$ cat src/design/amd_unused.sv
`timescale 1ns/1ns

$ cat src/design/amd_pkg.sv
package amd_pkg;
   localparam int unsigned amd_addr_w = 16;
   localparam int unsigned amd_data_w = 8;
   // opcode-map page prebytes
   localparam logic [7:0] amd_pre_page2 = 8'h18;
   localparam logic [7:0] amd_pre_page3 = 8'h1a;
   localparam logic [7:0] amd_pre_page4 = 8'hcd;
   // page-1 opcodes
   localparam logic [7:0] amd_op_add_accumulators = 8'h1b;
   localparam logic [7:0] amd_op_increment_acc_b = 8'h5c;
   localparam logic [7:0] amd_op_increment_index_x = 8'h08;
   localparam logic [7:0] amd_op_add_b_to_index_x = 8'h3a;
   localparam logic [7:0] amd_op_swap_d_with_x = 8'h8f;
   localparam logic [7:0] amd_op_branch_always = 8'h20;
   localparam logic [7:0] amd_op_bset_dir = 8'h14;
   localparam logic [7:0] amd_op_bclr_dir = 8'h15;
   localparam logic [7:0] amd_op_branch_if_bits_set_dir = 8'h12;
   localparam logic [7:0] amd_op_branch_if_bits_clear_dir = 8'h13;
   localparam logic [7:0] amd_op_bset_idx = 8'h1c;
   localparam logic [7:0] amd_op_bclr_idx = 8'h1d;
   localparam logic [7:0] amd_op_branch_if_bits_set_idx = 8'h1e;
   localparam logic [7:0] amd_op_branch_if_bits_clear_idx = 8'h1f;
   localparam logic [7:0] amd_op_ldd_imm = 8'hcc;
   localparam logic [7:0] amd_op_ldd_dir = 8'hdc;
   localparam logic [7:0] amd_op_ldd_idx = 8'hec;
   localparam logic [7:0] amd_op_ldd_ext = 8'hfc;
   localparam logic [7:0] amd_op_std_dir = 8'hdd;
   localparam logic [7:0] amd_op_std_idx = 8'hed;
   localparam logic [7:0] amd_op_std_ext = 8'hfd;
   localparam logic [3:0] amd_branch_hi = 4'h2;
   localparam logic [7:0] amd_zero_page_hi = 8'h00;
   localparam logic [15:0] amd_pc_reset = 16'h0000;
   localparam logic [3:0] amd_len_one = 4'h1;
   localparam logic [3:0] amd_len_two = 4'h2;
   localparam logic [3:0] amd_len_three = 4'h3;
   localparam logic [3:0] amd_len_four = 4'h4;
   // address modes
   typedef enum logic [5:0] {
      amd_mode_inherent_mode = 6'b000001,
      amd_mode_immediate = 6'b000010,
      amd_mode_direct = 6'b000100,
      amd_mode_extended = 6'b001000,
      amd_mode_x_indexed_mode = 6'b010000,
      amd_mode_y_indexed_mode = 6'b100000
   } amd_mode_t;
   typedef enum logic [4:0] {
      amd_st_opcode = 5'b00001,
      amd_st_page = 5'b00010,
      amd_st_op1 = 5'b00100,
      amd_st_op2 = 5'b01000,
      amd_st_op3 = 5'b10000
   } amd_state_t;
endpackage : amd_pkg

$ cat src/design/amd_decoder.sv
`timescale 1ns/1ns
module amd_decoder
   import amd_pkg::*;
(
   input wire logic sys_clk_i, // cpu clock
   input wire logic rstn_i, // sync reset, active low
   input wire logic byte_valid_i, // instruction byte present
   input wire logic [amd_pkg::amd_data_w-1:0] byte_i, // instruction byte
   input wire logic [amd_pkg::amd_addr_w-1:0] index_x_i, // index register x
   input wire logic [amd_pkg::amd_addr_w-1:0] index_y_i, // index register y
   input wire logic [amd_pkg::amd_data_w-1:0] acc_a_i, // accumulator a
   input wire logic [amd_pkg::amd_data_w-1:0] acc_b_i, // accumulator b
   input wire logic branch_cond_i, // branch condition true
   output logic byte_ready_o, // byte consumed
   output logic done_o, // instruction decoded, one-cycle pulse
   output logic [amd_pkg::amd_addr_w-1:0] pc_o, // program counter
   output logic [amd_pkg::amd_addr_w-1:0] ea_o, // effective address
   output logic ea_valid_o, // ea is an operand address
   output logic [5:0] mode_o, // one-hot address mode
   output logic [1:0] page_o, // opcode page minus one
   output logic [3:0] length_o, // instruction length in bytes
   output logic illegal_o, // encoding not decoded
   output logic [amd_pkg::amd_data_w-1:0] acc_a_o, // new accumulator a
   output logic [amd_pkg::amd_data_w-1:0] acc_b_o, // new accumulator b
   output logic [amd_pkg::amd_addr_w-1:0] index_x_o, // new index x
   output logic regs_we_o // register results valid, one-cycle pulse
);
   import amd_pkg::*;

   amd_state_t state_q, state_d;
   logic [1:0] page_q;
   logic [7:0] opc_q;
   logic [7:0] b1_q, b2_q;
   logic [3:0] len_q;
   logic [15:0] pc_q;
   logic [15:0] start_q;
   logic done_q;
   logic [15:0] ea_q;
   logic ea_valid_q;
   logic [5:0] mode_q;
   logic [3:0] length_q;
   logic illegal_q;
   logic [7:0] acc_a_q, acc_b_q;
   logic [15:0] index_x_q;
   logic regs_we_q;

   // opcode decode on the latched opcode and page; prebyte match on the incoming byte_i
   wire take = byte_valid_i;
   wire is_pre2 = byte_i == amd_pre_page2;
   wire is_pre3 = byte_i == amd_pre_page3;
   wire is_pre4 = byte_i == amd_pre_page4;
   wire is_pre = is_pre2 | is_pre3 | is_pre4;
   wire on_y = page_q == 2'd1;
   wire is_bsc_dir = opc_q == amd_op_bset_dir || opc_q == amd_op_bclr_dir;
   wire is_bsc_idx = opc_q == amd_op_bset_idx || opc_q == amd_op_bclr_idx;
   wire is_brb_dir = opc_q == amd_op_branch_if_bits_set_dir || opc_q == amd_op_branch_if_bits_clear_dir;
   wire is_brb_idx = opc_q == amd_op_branch_if_bits_set_idx || opc_q == amd_op_branch_if_bits_clear_idx;
   wire is_brb = is_brb_dir | is_brb_idx;
   wire is_rel = opc_q[7:4] == amd_branch_hi;
   wire is_ldd = opc_q == amd_op_ldd_imm || opc_q == amd_op_ldd_dir || opc_q == amd_op_ldd_idx ||
      opc_q == amd_op_ldd_ext;
   wire is_std = opc_q == amd_op_std_dir || opc_q == amd_op_std_idx || opc_q == amd_op_std_ext;
   wire is_idx = is_bsc_idx | is_brb_idx | opc_q == amd_op_ldd_idx | opc_q == amd_op_std_idx;
   wire is_dir = is_bsc_dir | is_brb_dir | opc_q == amd_op_ldd_dir | opc_q == amd_op_std_dir;
   wire is_ext = opc_q == amd_op_ldd_ext || opc_q == amd_op_std_ext;
   wire is_imm = opc_q == amd_op_ldd_imm;
   wire is_inh = opc_q == amd_op_add_accumulators || opc_q == amd_op_increment_acc_b ||
      opc_q == amd_op_increment_index_x || opc_q == amd_op_add_b_to_index_x ||
      opc_q == amd_op_swap_d_with_x;
   // page 1 covers everything; page 2 only y-indexed and the y swap
   wire known_p1 = is_inh | is_rel | is_ldd | is_std | is_bsc_dir | is_bsc_idx | is_brb;
   wire known_p2 = is_idx | opc_q == amd_op_swap_d_with_x;
   wire known = page_q == 2'd0 ? known_p1 : (on_y ? known_p2 : 1'b0);
   // operand bytes after the opcode
   wire [3:0] ops = is_inh ? 4'd0 :
      is_brb ? amd_len_three :
      (is_bsc_dir | is_bsc_idx) ? amd_len_two :
      (is_ext | is_imm) ? amd_len_two :
      amd_len_one;
   wire [3:0] total = ops + (page_q != 2'd0 ? amd_len_two : amd_len_one);

   // effective address
   wire [15:0] idx_reg = on_y ? index_y_i : index_x_i;
   wire [5:0] sel_mode = is_inh ? amd_mode_inherent_mode :
      is_imm ? amd_mode_immediate :
      is_dir ? amd_mode_direct :
      is_ext ? amd_mode_extended :
      is_idx ? (on_y ? amd_mode_y_indexed_mode : amd_mode_x_indexed_mode) : 6'h00;

   // sequencer: opcode state, a decode cycle, then one state per operand byte
   always_comb
   begin
      state_d = state_q;
      case (state_q)
         amd_st_opcode:
            if (take)
               state_d = amd_st_page;
         amd_st_page:
            state_d = ops == 4'd0 ? amd_st_opcode : amd_st_op1;
         amd_st_op1:
            if (take)
               state_d = len_q + 4'd1 == ops ? amd_st_opcode : amd_st_op2;
         amd_st_op2:
            if (take)
               state_d = len_q + 4'd1 == ops ? amd_st_opcode : amd_st_op3;
         amd_st_op3:
            if (take)
               state_d = amd_st_opcode;
         default:
            state_d = amd_st_opcode;
      endcase
   end

   assign byte_ready_o = state_q != amd_st_page;
   assign done_o = done_q;
   assign pc_o = pc_q;
   assign ea_o = ea_q;
   assign ea_valid_o = ea_valid_q;
   assign mode_o = mode_q;
   assign page_o = page_q;
   assign length_o = length_q;
   assign illegal_o = illegal_q;
   assign acc_a_o = acc_a_q;
   assign acc_b_o = acc_b_q;
   assign index_x_o = index_x_q;
   assign regs_we_o = regs_we_q;

   wire opc_take = take && state_q == amd_st_opcode;
   wire fin_now = (state_q == amd_st_page && ops == 4'd0) ||
      (take && (state_q == amd_st_op1 || state_q == amd_st_op2 || state_q == amd_st_op3) &&
       len_q + 4'd1 == ops);
   logic pre_pending_q;
   logic [1:0] pend_page_q;

   always_ff @(posedge sys_clk_i)
   begin
      if (!rstn_i)
      begin
         state_q <= amd_st_opcode;
         pc_q <= amd_pc_reset;
         start_q <= amd_pc_reset;
         page_q <= 2'd0;
         pend_page_q <= 2'd0;
         pre_pending_q <= 1'b0;
         opc_q <= 8'h00;
         b1_q <= 8'h00;
         b2_q <= 8'h00;
         len_q <= 4'd0;
      end
      else
      begin
         if (opc_take && is_pre && !pre_pending_q)
         begin
            pre_pending_q <= 1'b1;
            pend_page_q <= is_pre2 ? 2'd1 : is_pre3 ? 2'd2 : 2'd3;
            start_q <= pc_q;
            pc_q <= 16'(pc_q + 16'h0001);
         end
         else
         begin
            state_q <= state_d;
            if (opc_take)
            begin
               // a prebyte covers only this one opcode
               page_q <= pre_pending_q ? pend_page_q : 2'd0;
               pre_pending_q <= 1'b0;
               if (!pre_pending_q)
                  start_q <= pc_q;
               opc_q <= byte_i;
               len_q <= 4'd0;
               pc_q <= 16'(pc_q + 16'h0001);
            end
            else if (take && state_q != amd_st_page)
            begin
               if (state_q == amd_st_op1)
                  b1_q <= byte_i;
               else if (state_q == amd_st_op2 && !is_brb)
                  b2_q <= byte_i;
               else if (state_q == amd_st_op3 || (state_q == amd_st_op2 && is_brb))
                  b2_q <= state_q == amd_st_op3 ? byte_i : b2_q;
               len_q <= 4'(len_q + 4'd1);
               pc_q <= fin_now ? fin_pc(16'(pc_q + 16'h0001)) : 16'(pc_q + 16'h0001);
            end
            else if (fin_now)
               pc_q <= pc_q;
         end
      end
   end

   // branch target from the pc that sits after the final byte
   function automatic logic [15:0] fin_pc(input logic [15:0] after);
      logic [7:0] d;
      d = is_brb ? byte_i : (is_rel ? byte_i : 8'h00);
      if ((is_rel | is_brb) && branch_cond_i)
         fin_pc = 16'(after + {{8{d[7]}}, d});
      else
         fin_pc = after;
   endfunction : fin_pc

   // results latched at instruction end
   wire [7:0] fin_b1 = state_q == amd_st_op1 ? byte_i : b1_q;
   wire [7:0] fin_b2 = byte_i;
   wire [15:0] fin_idx = 16'(idx_reg + {8'h00, fin_b1});
   wire [15:0] fin_ea = is_idx ? fin_idx : is_dir ? {amd_zero_page_hi, fin_b1} :
      is_ext ? {b1_q, fin_b2} : 16'h0000;

   always_ff @(posedge sys_clk_i)
   begin
      if (!rstn_i)
      begin
         done_q <= 1'b0;
         ea_q <= 16'h0000;
         ea_valid_q <= 1'b0;
         mode_q <= 6'h00;
         length_q <= 4'd0;
         illegal_q <= 1'b0;
         regs_we_q <= 1'b0;
         acc_a_q <= 8'h00;
         acc_b_q <= 8'h00;
         index_x_q <= 16'h0000;
      end
      else
      begin
         done_q <= fin_now;
         regs_we_q <= fin_now && is_inh && known;
         if (fin_now)
         begin
            ea_q <= fin_ea;
            ea_valid_q <= known && (is_idx | is_dir | is_ext);
            mode_q <= known ? sel_mode : 6'h00;
            length_q <= total;
            illegal_q <= !known;
            acc_a_q <= opc_q == amd_op_add_accumulators ? 8'(acc_a_i + acc_b_i) : acc_a_i;
            acc_b_q <= opc_q == amd_op_increment_acc_b ? 8'(acc_b_i + 8'h01) : acc_b_i;
            index_x_q <= opc_q == amd_op_increment_index_x ? 16'(index_x_i + 16'h0001) :
               opc_q == amd_op_add_b_to_index_x ? 16'(index_x_i + {8'h00, acc_b_i}) : index_x_i;
         end
      end
   end
endmodule : amd_decoder

$ cat config.mk
export PLATFORM = sky130hd
export DESIGN_NAME = amd_decoder
export DESIGN_NICKNAME = d
export VERILOG_FILES = /design/src/design/amd_unused.sv /design/src/design/amd_pkg.sv /design/src/design/amd_decoder.sv
export SDC_FILE = /design/constraint.sdc
export NUM_CORES = 1
export LEC_CHECK = 0
export BUFFER_PORTS_ARGS = -buffer_cell sky130_fd_sc_hd__buf_2
export CORE_MARGIN = 2
export CORE_UTILIZATION = 40
export CTS_BUF_LIST = sky130_fd_sc_hd__clkbuf_4 sky130_fd_sc_hd__clkbuf_8
export DETAILED_ROUTE_END_ITERATION = 16
export GPL_ROUTABILITY_DRIVEN = 0
export SYNTH_ARGS = -nofsm -noshare
export SYNTH_HDL_FRONTEND = slang
export SYNTH_SLANG_ARGS = --single-unit
$ cat constraint.sdc
create_clock -name sys_clk_i -period 10.88 [get_ports sys_clk_i]
set_input_delay 0.544 -clock sys_clk_i [delete_from_list [all_inputs] [get_ports sys_clk_i]]
set_output_delay 0.544 -clock sys_clk_i [all_outputs]
set_load 0.02 [all_outputs]
==> summary.md, run 1 <==
| Metric | Value |
|---|---|
| Setup Skew | 0.02192 ns |
| Post-Syn Area | 7659 µm² |
| Post-Synth Adder-Cell Area | 7.842% |
| Startpoint Class | flip-flop |
| Root Buffer | clkbuf_8 |
| Gr usage total | 22.30% |
| Yosys reg bits | 107 |
| P_int | 582.3 µW |
| Die ar. | 20270 µm² |
| Initial antenna violation count | 0 |
| First-pass GRT wire length | 36150 µm |
| Hold Vio Cnt, Final | 0 |
| Setup TNS | 0 ns |
| Clock buffers created by TritonCTS | 9 |
| Non-filler cells in the finished layout | 1323 |
| EDFF count, synth | 0 |
| Warnings from Yosys | 0 |
| Hold_buf cts | 0 |
| Max VDD drop | ~0.054 mV |
| Status | finished clean |
| Clock Tree Buf Depth | 2 |
| Worst-margin pin slew | approximately 1.2 ns |
| Share of cells above drive strength 1 | 17.45% |
| Synth area leader | dfxtp_1 |
| Max-slew headroom | between 20% and 30% |
| Largest family of logic cells by synthesized area | simple AND/OR/NAND/NOR gates |
| Highest attainable clock frequency | 225.5 MHz |
| Final Cell Area | about 8700 µm² |
| Crit. End Element | flip-flop |
| Hold Crit Class | in -> reg |
| Top_reg_cell synth | dfxtp_1 |
| Max_cap viols | 0 |
| Final WS setup | 6.445 ns |
| Number of global-route vias before repair | 6861 |
| P_sw | 315.8 µW |
| Top-area cell type share of the netlist area | between 20% and 30% |
| Final hold slack | 0.4406 ns |
| PostCTS Resize Cnt | 0 |
| WL final | approximately 22000 µm |
| Clock Power Share | between 20% and 30% |
| DP Worst Slack | around 6.4 ns |
| Clock-pin slew on the worst setup and hold paths | 0.13 ns |
| Logic pwr share | ~23% |
| Worst Path Max Fanout | 84 |
| Input/output buffers | 139 |
| Routed via count | 7397 |
| Critical path class | reg -> reg |
| Clock sinks | between 100 and 150 |
| Seq/Total Area, Yosys | 27.97% |
| Synthesized Nets | 1090 |
| Post-synthesis simple-gate area fraction | 23.38% |
| Cell Area, Placed | approximately 8500 µm² |
| Initial Util | 40.81% |
| Worst-Skew Late Latency | 0.42 ns |
| RSZ-0062 raised after global routing | false |
| Ys async rst share | 0% |
| Post-CTS Setup Inserts | 0 |
| CTS tree | built |
| Critical Path RT | 11.24 ns |
| Die width | 142.4 µm |
| Die Span Y | 142.4 µm |
| Antenna cells | 0 |
| Layout area overhead | 13.36% |
| Most common cell after layout, fill and taps aside | nor2_1 |
| Tcrit/Tclk final | about two fifths |
| DP Wirelength | 16710 µm |
| Nets | approximately 1200 |
| Total grt overflow | 0 |
| Synth Area in XOR/XNOR | about 7.2% |
| Post-detailed-route via-to-cell ratio | ~5.6 |
| H-tree depth | 3 |
| Initial DRC Count | 361 |
| WL/cell | ~17 µm |
| Compound-gate portion of the synthesized area | between 20% and 30% |
| # rows | 50 |
| Drc violations | 0 |
| Mean Syn Cell Area | just under 8 µm² |
| Final ANT Viol Nets | 0 |
| Cells after Synth | 985 |
| Sw Ratio | a little over a third |
| Pwr Density | 103.4 nW/µm² |
| Leakage | 0.003585 µW |
| Post-synthesis mux area share | between 5 and 6% |
| Synth cell types | 70 |
| Final Max Slew Viols | 0 |
| Largest net degree at the start of global routing | 85 |
| Fin crit period | 4.435 ns |
| Critical Path AT | between 4 and 5 ns |
| Ports | 141 |
| Setup violators final | 0 |
| Post-Place Cells | roughly 1300 |
| Core box area | roughly 19000 µm² |
| Commonest non-fill, non-tap cells in the layout | nor2_1, buf_2, dfxtp_1 |
| DR pass1 iterations | 5 |
| Seq pwr share | 47.0% |
| Largest cells by area after synthesis | dfxtp_1, nor2_1, ha_1, xnor2_1, a211oi_1 |
[layout make-up]
| cell class | instances | area, µm² |
|---|---|---|
| Clock buffer | 9 | 123.9 |
| Clock inverter | 7 | 93.84 |
| Fill cell | 1897 | 10090 |
| Inverter | 37 | 138.9 |
| Multi-Input combinational cell | 783 | 5142 |
| Sequential cell | 107 | 2142 |
| Tap cell | 234 | 292.8 |
| Timing Repair Buffer | 146 | 748.2 |
[cell usage after synthesis, types with 4 or more instances]
master and number:
nor2_1 141, dfxtp_1 107, nand2_1 65, a21oi_1 60, a211oi_1 55, o21ai_0 48
xnor2_1 48, clkbuf_1 40, ha_1 40, inv_1 35, mux2i_1 34, nand3_1 28
and3_1 25, nor3_1 25, a221oi_1 19, xor2_1 15, nand4_1 13, nand2b_1 12
or3_1 12, a31oi_1 11, buf_2 11, a21o_1 10, mux2_2 10, nor2b_1 10
and2_1 8, o21bai_1 8, nor4_1 6, o21ai_1 6, fa_1 5, o211ai_1 5
o21a_1 5, nor4b_1 4
[registers in the layout (all words and copies together), names as in the netlist]
signal         cells
acc_a_o            8
length_o           3
ea_valid_o         1
state_q            5
mode_o             6
index_x_o         16
pc_o              16
ea_o              16
pend_page_q        2
acc_b_o            8
illegal_o          1
opc_q              8
len_q              4
pre_pending_q      1
done_o             1
b1_q               8
regs_we_o          1
page_o             2
[stage by stage]
stage | power (µW) | util, %
2_1_floorplan | 578.5 | -
3_3_place_gp | 637.1 | 45.10
3_5_place_dp | 638.9 | 45.10
4_1_cts | 908.3 | 46.26
5_1_grt | 950.5 | 46.26
6_report | 898.1 | 46.26
[critical path, stage by stage (launching register included)]
cell,delay [ns]
dfxtp_1,0.53
or4b_1,0.63
nor3_4,0.50
or4_1,0.42
o21ai_1,0.20
a211oi_2,0.42
a21o_2,0.20
buf_4,0.60
nand2_1,0.20
a2111oi_0,0.47
inv_1,0.09
o21ai_1,0.12
[power by group through the flow]
stage                     logic, µW  clock network [µW]  registers [µW]
after floorplan                 152                   0             426
after global placement          207                   0             430
after detailed placement        208                   0             431
after CTS                       209                 277             422
after global routing            235                 290             425
final                           209                 267             422
[per-layer routing]
layer	part of all wire (%)	track usage [%]
met5	0	0
met4	1.2	5.993
met3	5.6	4.071
met2	46	36.36
met1	47	30.36
[cells by family after synthesis]
family                     after synthesis
DFF                                    107
buffers and inverters                   95
muxes                                   44
adders and majority gates               45
and+or+nand+nor                        370
other                                    1
AOI/OAI and AO/OA                      260
xor gates and xnor gates                63
[final timing paths]
kind / startpoint / end / slack, ns / cells after the start
setup / recovery: opc_q[3]$_SDFFE_PN0P_ / mode_o[2]$_SDFFE_PN0N_ / 6.44 / 11
hold / removal: acc_a_i[7] / acc_a_o[7]$_SDFFE_PN0N_ / 0.44 / 3
setup reg to reg: opc_q[3]$_SDFFE_PN0P_ / mode_o[2]$_SDFFE_PN0N_ / 6.44 / 11
hold reg to reg: mode_o[1]$_SDFFE_PN0N_ / mode_o[1]$_SDFFE_PN0N_ / 0.46 / 2
Note: power is estimated with default switching activity, not from simulation.
==> inputs of run 2 (changes only) <==
==> constraint.sdc (replaced) <==
create_clock -name sys_clk_i -period 3.55 [get_ports sys_clk_i]
set_input_delay 0.1775 -clock sys_clk_i [delete_from_list [all_inputs] [get_ports sys_clk_i]]
set_output_delay 0.1775 -clock sys_clk_i [all_outputs]
set_load 0.02 [all_outputs]
==> summary.md, run 2 (synthesis results as in run 1) <==
| Metric | Value |
|---|---|
| R2R cell count | 14 |
| Hold EP | pend_page_q[0]$_SDFFE_PN0P_ |
| Clock-pin slew on the worst setup and hold paths | 0.12 ns |
| Clock buffers created by TritonCTS | 9 |
| Worst Path Max Fanout | 5 |
| H-tree depth | 3 |
| Initial antenna violation count | 2 |
| Final Max Slew Viols | 0 |
| Number of global-route vias before repair | 7215 |
| Leakage | 0.003924 µW |
| Seq pwr share | 46.0% |
| Drc violations | 0 |
| Hold Path Stages | 2 |
| DP Wirelength | between 15000 and 20000 µm |
| Ports | 141 |
| CTS tree | built |
| Commonest non-fill, non-tap cells in the layout | nor2_1, buf_2, dfxtp_1 |
| Initial DRC Count | 499 |
| Clock Power Share | 27.1% |
| Total grt overflow | 0 |
| Final Cell Area | approximately 9300 µm² |
| Die Span Y | around 140 µm |
| Worst r2r dst | pc_o[13]$_SDFFE_PN0P_ |
| Hold Crit Class | in -> reg |
| DR pass1 iterations | 5 |
| Non-filler cells in the finished layout | 1384 |
| Core box area | 18770 µm² |
| # rows | 50 |
| Critical path class | reg -> reg |
| Fin crit period | 3.391 ns |
| Die ar. | 20270 µm² |
| Hold Vio Cnt, Final | 0 |
| Pwr Density | 298.4 nW/µm² |
| P_sw | 948.8 µW |
| Setup violators final | 0 |
| Clock sinks | 107 |
| Die width | 142.4 µm |
| WL final | 23390 µm |
| Critical Path RT | 3.88 ns |
| Highest attainable clock frequency | 294.9 MHz |
| Initial Util | 40.81% |
| RSZ-0062 raised after global routing | true |
| Share of cells above drive strength 1 | 25.17% |
| Post-detailed-route via-to-cell ratio | 5.505 |
| Buf/Inv on CP | 0 |
| Routed via count | 7619 |
| Final ANT Viol Nets | 0 |
| Post-Place Cells | 1363 |
| Sw Ratio | 34.03% |
| Setup Skew | around 0.014 ns |
| Status | finished clean |
| Most common cell after layout, fill and taps aside | nor2_1 |
| Clock Tree Buf Depth | 2 |
| Worst-Skew Late Latency | 0.39 ns |
| Crit path cell chain | nor2b_1 -> a31o_2 -> and3_1 -> ha_1 -> o211ai_1 -> o21ai_2 -> o22ai_2 -> a2111oi_2 -> a211o_1 -> o211ai_1 -> a21oi_1 -> nor3b_2 -> mux2i_1 -> mux2i_1 |
| CP delay by family, top | compound AO/OA/AOI/OAI gates |
| First-pass GRT wire length | between 30000 and 40000 µm |
| Tcrit/Tclk final | 95.51% |
| Max-slew headroom | about two fifths |
| P_int | 1839 µW |
| Critical Path AT | 3.72 ns |
| Cell Area, Placed | 8934 µm² |
| Startpoint Class | flip-flop |
| Crit. End Element | flip-flop |
| Logic pwr share | 26.9% |
| Max_cap viols | 0 |
| Hold Crit Start | byte_i[1] |
| Largest net degree at the start of global routing | 84 |
| Max VDD drop | 0.1560 mV |
| CP max-delay cell | dfxtp_4 |
| WL/cell | 16.90 µm |
| Nets | 1248 |
| R2r setup slk | 0.16 ns |
| Gr usage total | 23.16% |
| Worst-margin pin slew | 0.9048 ns |
| Largest stage delay, worst path | 0.37 ns |
| Crit Reg-Reg Startpoint | opc_q[4]$_SDFFE_PN0P_ |
| Setup TNS | 0 ns |
| Input/output buffers | 139 |
| Layout area overhead | 21.99% |
| Root Buffer | clkbuf_8 |
[run 2: cell count changes in the layout (fill, tap and decap cells not counted), sizes merged]
cell | previous run | this run
buf | 146 | 205
clkbuf | 9 | 10
clkinv | 5 | 4
clkinvlp | 0 | 2
diode | 0 | 2
inv | 39 | 37
[run 2: worst max-delay path by stage]
stage	from	endpoint	slack (ns)	depth (start not counted)
after CTS	opc_q[4]$_SDFFE_PN0P_	pc_o[13]$_SDFFE_PN0P_	0.002	16
after detailed placement	state_q[0]$_SDFFE_PN1P_	ea_o[14]$_SDFFE_PN0N_	0.01	16
final	opc_q[4]$_SDFFE_PN0P_	pc_o[13]$_SDFFE_PN0P_	0.16	14
after floorplan	page_o[0]$_SDFFE_PN0P_	ea_o[14]$_SDFFE_PN0N_	-0.04	17
after global routing	pc_o[0]$_SDFFE_PN0P_	pc_o[13]$_SDFFE_PN0P_	-0.06	14
after global placement	opc_q[5]$_SDFFE_PN0P_	pc_o[8]$_SDFFE_PN0P_	0.08	11
[run 2: final cells by class]
cell class / count / area (µm²)
Sequential cell: 107 / 2152
Timing Repair Buffer: 205 / 1220
Antenna cell: 2 / 5.005
Clock buffer: 10 / 137.6
Inverter: 37 / 138.9
Tap cell: 234 / 292.8
Fill cell: 1925 / 9425
Multi-Input combinational cell: 783 / 5346
Clock inverter: 6 / 50.05
[run 2: through the flow]
| stage | util, % | hold slack (ns) | power (µW) | setup WS (ns) |
|---|---|---|---|---|
| 2_1_floorplan | - | 0.2731 | 1777 | -0.03838 |
| 3_3_place_gp | 47.60 | 0.4371 | 2019 | 0.07888 |
| 3_5_place_dp | 47.60 | 0.4436 | 2025 | 0.01462 |
| 4_1_cts | 48.70 | 0.09438 | 2791 | 0.002382 |
| 5_1_grt | 49.75 | 0.1052 | 2942 | -0.05617 |
| 6_report | 49.78 | 0.1184 | 2788 | 0.1593 |
[run 2: timing repair]
action,in CTS,in global routing
pin swaps,0,12
hold buffers,0,0
endpoints found under the hold margin,0,0
setup buffers,0,3
setup endpoints to repair,3,15
resized for setup,3,40
[run 2: power by group through the flow]
| stage | clock network (µW) | logic (µW) | registers, µW |
|---|---|---|---|
| 2_1_floorplan | 0 | 470 | 1310 |
| 3_3_place_gp | 0 | 714 | 1310 |
| 3_5_place_dp | 0 | 718 | 1310 |
| 4_1_cts | 787 | 724 | 1280 |
| 5_1_grt | 819 | 836 | 1290 |
| 6_report | 756 | 750 | 1280 |
[run 2: layer usage]
metal	vias to the layer above	track usage, %	wire (µm)
li1	3883	-	-
met4	2	6.670	416
met5	-	0	13
met1	3532	30.32	10770
met3	28	4.542	1238
met2	174	38.85	10950
[run 2: worst reg2reg max path, stage by stage, from the launching register on]
cell	delay [ns]
dfxtp_4	0.37
nor2b_1	0.13
a31o_2	0.27
and3_1	0.19
ha_1	0.34
o211ai_1	0.23
o21ai_2	0.11
o22ai_2	0.19
a2111oi_2	0.10
a211o_1	0.29
o211ai_1	0.33
a21oi_1	0.14
nor3b_2	0.20
mux2i_1	0.24
mux2i_1	0.19
==> inputs of run 3 (changes only) <==
--- a/config.mk
+++ b/config.mk
@@ -5,12 +5,13 @@
 export SDC_FILE = /design/constraint.sdc
 export NUM_CORES = 1
 export LEC_CHECK = 0
-export BUFFER_PORTS_ARGS = -buffer_cell sky130_fd_sc_hd__buf_2
 export CORE_MARGIN = 2
 export CORE_UTILIZATION = 40
 export CTS_BUF_LIST = sky130_fd_sc_hd__clkbuf_4 sky130_fd_sc_hd__clkbuf_8
 export DETAILED_ROUTE_END_ITERATION = 16
+export DONT_BUFFER_PORTS = 1
 export GPL_ROUTABILITY_DRIVEN = 0
+export MAX_ROUTING_LAYER = met4
 export SYNTH_ARGS = -nofsm -noshare
 export SYNTH_HDL_FRONTEND = slang
 export SYNTH_SLANG_ARGS = --single-unit
==> constraint.sdc (replaced) <==
create_clock -name sys_clk_i -period 2.8 [get_ports sys_clk_i]
set_input_delay 0.14 -clock sys_clk_i [delete_from_list [all_inputs] [get_ports sys_clk_i]]
set_output_delay 0.14 -clock sys_clk_i [all_outputs]
set_load 0.02 [all_outputs]
==> summary.md, run 3 (synthesis results as in run 1) <==
| Metric | Value |
|---|---|
| P_sw | 1330 µW |
| Clock-pin slew on the worst setup and hold paths | 0.12 ns |
| Hold Vio Cnt, Final | 0 |
| Sw Ratio | 32.90% |
| Clock Tree Buf Depth | 2 |
| Logic pwr share | 30.9% |
| P_int | between 2000 and 3000 µW |
| Critical Path RT | 3.16 ns |
| # rows | 50 |
| CTS tree | built |
| Layout area overhead | 53.67% |
| Clock buffers created by TritonCTS | 9 |
| Max_cap viols | 0 |
| Input/output buffers | 0 |
| RSZ-0062 raised after global routing | true |
| First-pass GRT wire length | 41420 µm |
| Die Span Y | 142.4 µm |
| Total grt overflow | 0 |
| Startpoint Class | flip-flop |
| Crit. End Element | flip-flop |
| WL/cell | 18.67 µm |
| Util after Layout | 62.71% |
| Largest stage delay, worst path | 0.38 ns |
| Worst-Skew Late Latency | slightly above 0.4 ns |
| Post-detailed-route via-to-cell ratio | 5.700 |
| WL final | 27090 µm |
| Leakage | 0.004642 µW |
| Critical path class | reg -> reg |
| H-tree depth | 3 |
| Largest net degree at the start of global routing | 45 |
| Fin crit period | around 3.3 ns |
| Nets | 1317 |
| Root Buffer | clkbuf_8 |
| Max-slew headroom | 44.37% |
| Register area | 2172 µm² |
| Most common cell after layout, fill and taps aside | buf_4 |
| CP max-delay cell | or3_1 |
| Initial antenna violation count | 0 |
| Antenna cells | 0 |
| Die width | 142.4 µm |
| DP Wirelength | 18380 µm |
| Setup Skew | 0.02268 ns |
| Critical Path AT | 3.61 ns |
| Final ANT Viol Nets | 0 |
| Crit path cell chain | nor2_4 -> and3_4 -> buf_6 -> mux2i_4 -> inv_2 -> ha_1 -> a21o_1 -> a21oi_2 -> o21bai_1 -> a21oi_2 -> o21bai_1 -> a41oi_2 -> or3_1 -> and3_1 -> o311ai_2 -> o211a_1 |
| Clock sinks | roughly 110 |
| Worst Path Max Fanout | 4 |
| Layout fillers | 1557 |
| Max VDD drop | between 0.2 and 0.3 mV |
| Gr usage total | 26.49% |
| Die ar. | roughly 20000 µm² |
| Hold Crit Class | in -> reg |
| Number of global-route vias before repair | slightly above 8000 |
| Tcrit/Tclk final | 116.1% |
| Status | complete, but fails checks |
| Initial DRC Count | ~400 |
| Routed via count | 8270 |
| Seq pwr share | 40.3% |
| Drc violations | 0 |
| Highest attainable clock frequency | 307.7 MHz |
| Clock Power Share | 28.8% |
| Commonest non-fill, non-tap cells in the layout | buf_4, nor2_1, dfxtp_1 |
| Setup TNS | -19.96 ns |
| Pwr Density | 343.5 nW/µm² |
| Setup violators final | 78 |
| Final Max Slew Viols | 0 |
| Final WS setup | -0.4502 ns |
| Worst-margin pin slew | 0.8345 ns |
| Core box area | 18770 µm² |
| Failing checks | setup timing |
| Ports | 141 |
| Initial Util | 40.81% |
| Multi-input logic area | 6407 µm² |
| Share of cells above drive strength 1 | 39.93% |
| DR pass1 iterations | 5 |
-- run 3: cell count changes in the layout (fill, tap and decap cells not counted), sizes merged --
cell | before | now
inv | 37 | 39
clkinvlp | 2 | 0
clkinv | 4 | 3
dlygate4sd3 | 0 | 33
bufinv | 0 | 2
diode | 2 | 0
buf | 205 | 240
-- run 3: power groups by stage --
stage | registers (µW) | logic [µW] | clock network [µW]
6_report | 1630 | 1250 | 1160
5_1_grt | 1640 | 1360 | 1230
4_1_cts | 1630 | 1160 | 1180
3_5_place_dp | 1660 | 1020 | 0
3_3_place_gp | 1650 | 1010 | 0
2_1_floorplan | 1660 | 670 | 0
-- run 3: per-layer routing --
layer	vias to the layer above	track usage, %	wire (µm)
li1	4021	-	-
met1	3962	30.79	11150
met2	230	45.39	13660
met3	57	5.417	1533
met4	0	9.588	748
met5	-	-	0
-- run 3: cell type report --
cell class / instances / area share [%]
sequential: 107 / 18.46
tap: 234 / 2.488
inverter: 37 / 1.180
clock inverter: 7 / 0.8930
clock buffer: 9 / 1.053
multi-input combinational: 783 / 54.44
timing repair buffer: 274 / 21.49
-- run 3: worst max-delay path: cells and delay by family, from the launching register on --
kind,cells,cell delay [ns]
fa+ha+maj,1,0.26
mux,1,0.22
buf+inv,2,0.18
flops,1,0.36
compound gates,8,1.29
simple gates,4,0.90
-- run 3: what timing repair did --
action / in CTS / in global routing
pin swaps: 80 / 84
setup endpoints to repair: 80 / 80
hold buffers: 31 / 2
cloned: 4 / 1
resized for setup: 89 / 184
hold endpoints to repair: 42 / 12
setup buffers: 28 / 30
-- run 3: worst paths after layout --
path | to | from | slack [ns] | cells past startpoint
worst max-delay path | ea_o[11]$_SDFFE_PN0N_ | state_q[0]$_SDFFE_PN1P_ | -0.45 | 16
worst min-delay path | index_x_o[15]$_SDFFE_PN0N_ | index_x_i[15] | 0.008 | 3
worst max register to register | ea_o[11]$_SDFFE_PN0N_ | state_q[0]$_SDFFE_PN1P_ | -0.45 | 16
worst min register to register | len_q[3]$_SDFFE_PN0P_ | len_q[3]$_SDFFE_PN0P_ | 0.52 | 1
-- run 3: per-stage QoR --
step | instance area (µm²) | setup WS [ns] | total power, µW | instances | hold WS, ns
after detailed placement | 9583 | -0.5899 | 2677 | 1351 | 0.2287
after floorplan | 8209 | -0.4823 | 2332 | 985 | 0.2356
after CTS | 10900 | -0.4153 | 3967 | 1429 | -0.1983
after global routing | 11770 | -0.6270 | 4222 | 1451 | 0.006152
after global placement | 9583 | -0.5206 | 2660 | 1351 | 0.2252
final | 11770 | -0.4502 | 4042 | 1451 | 0.008377
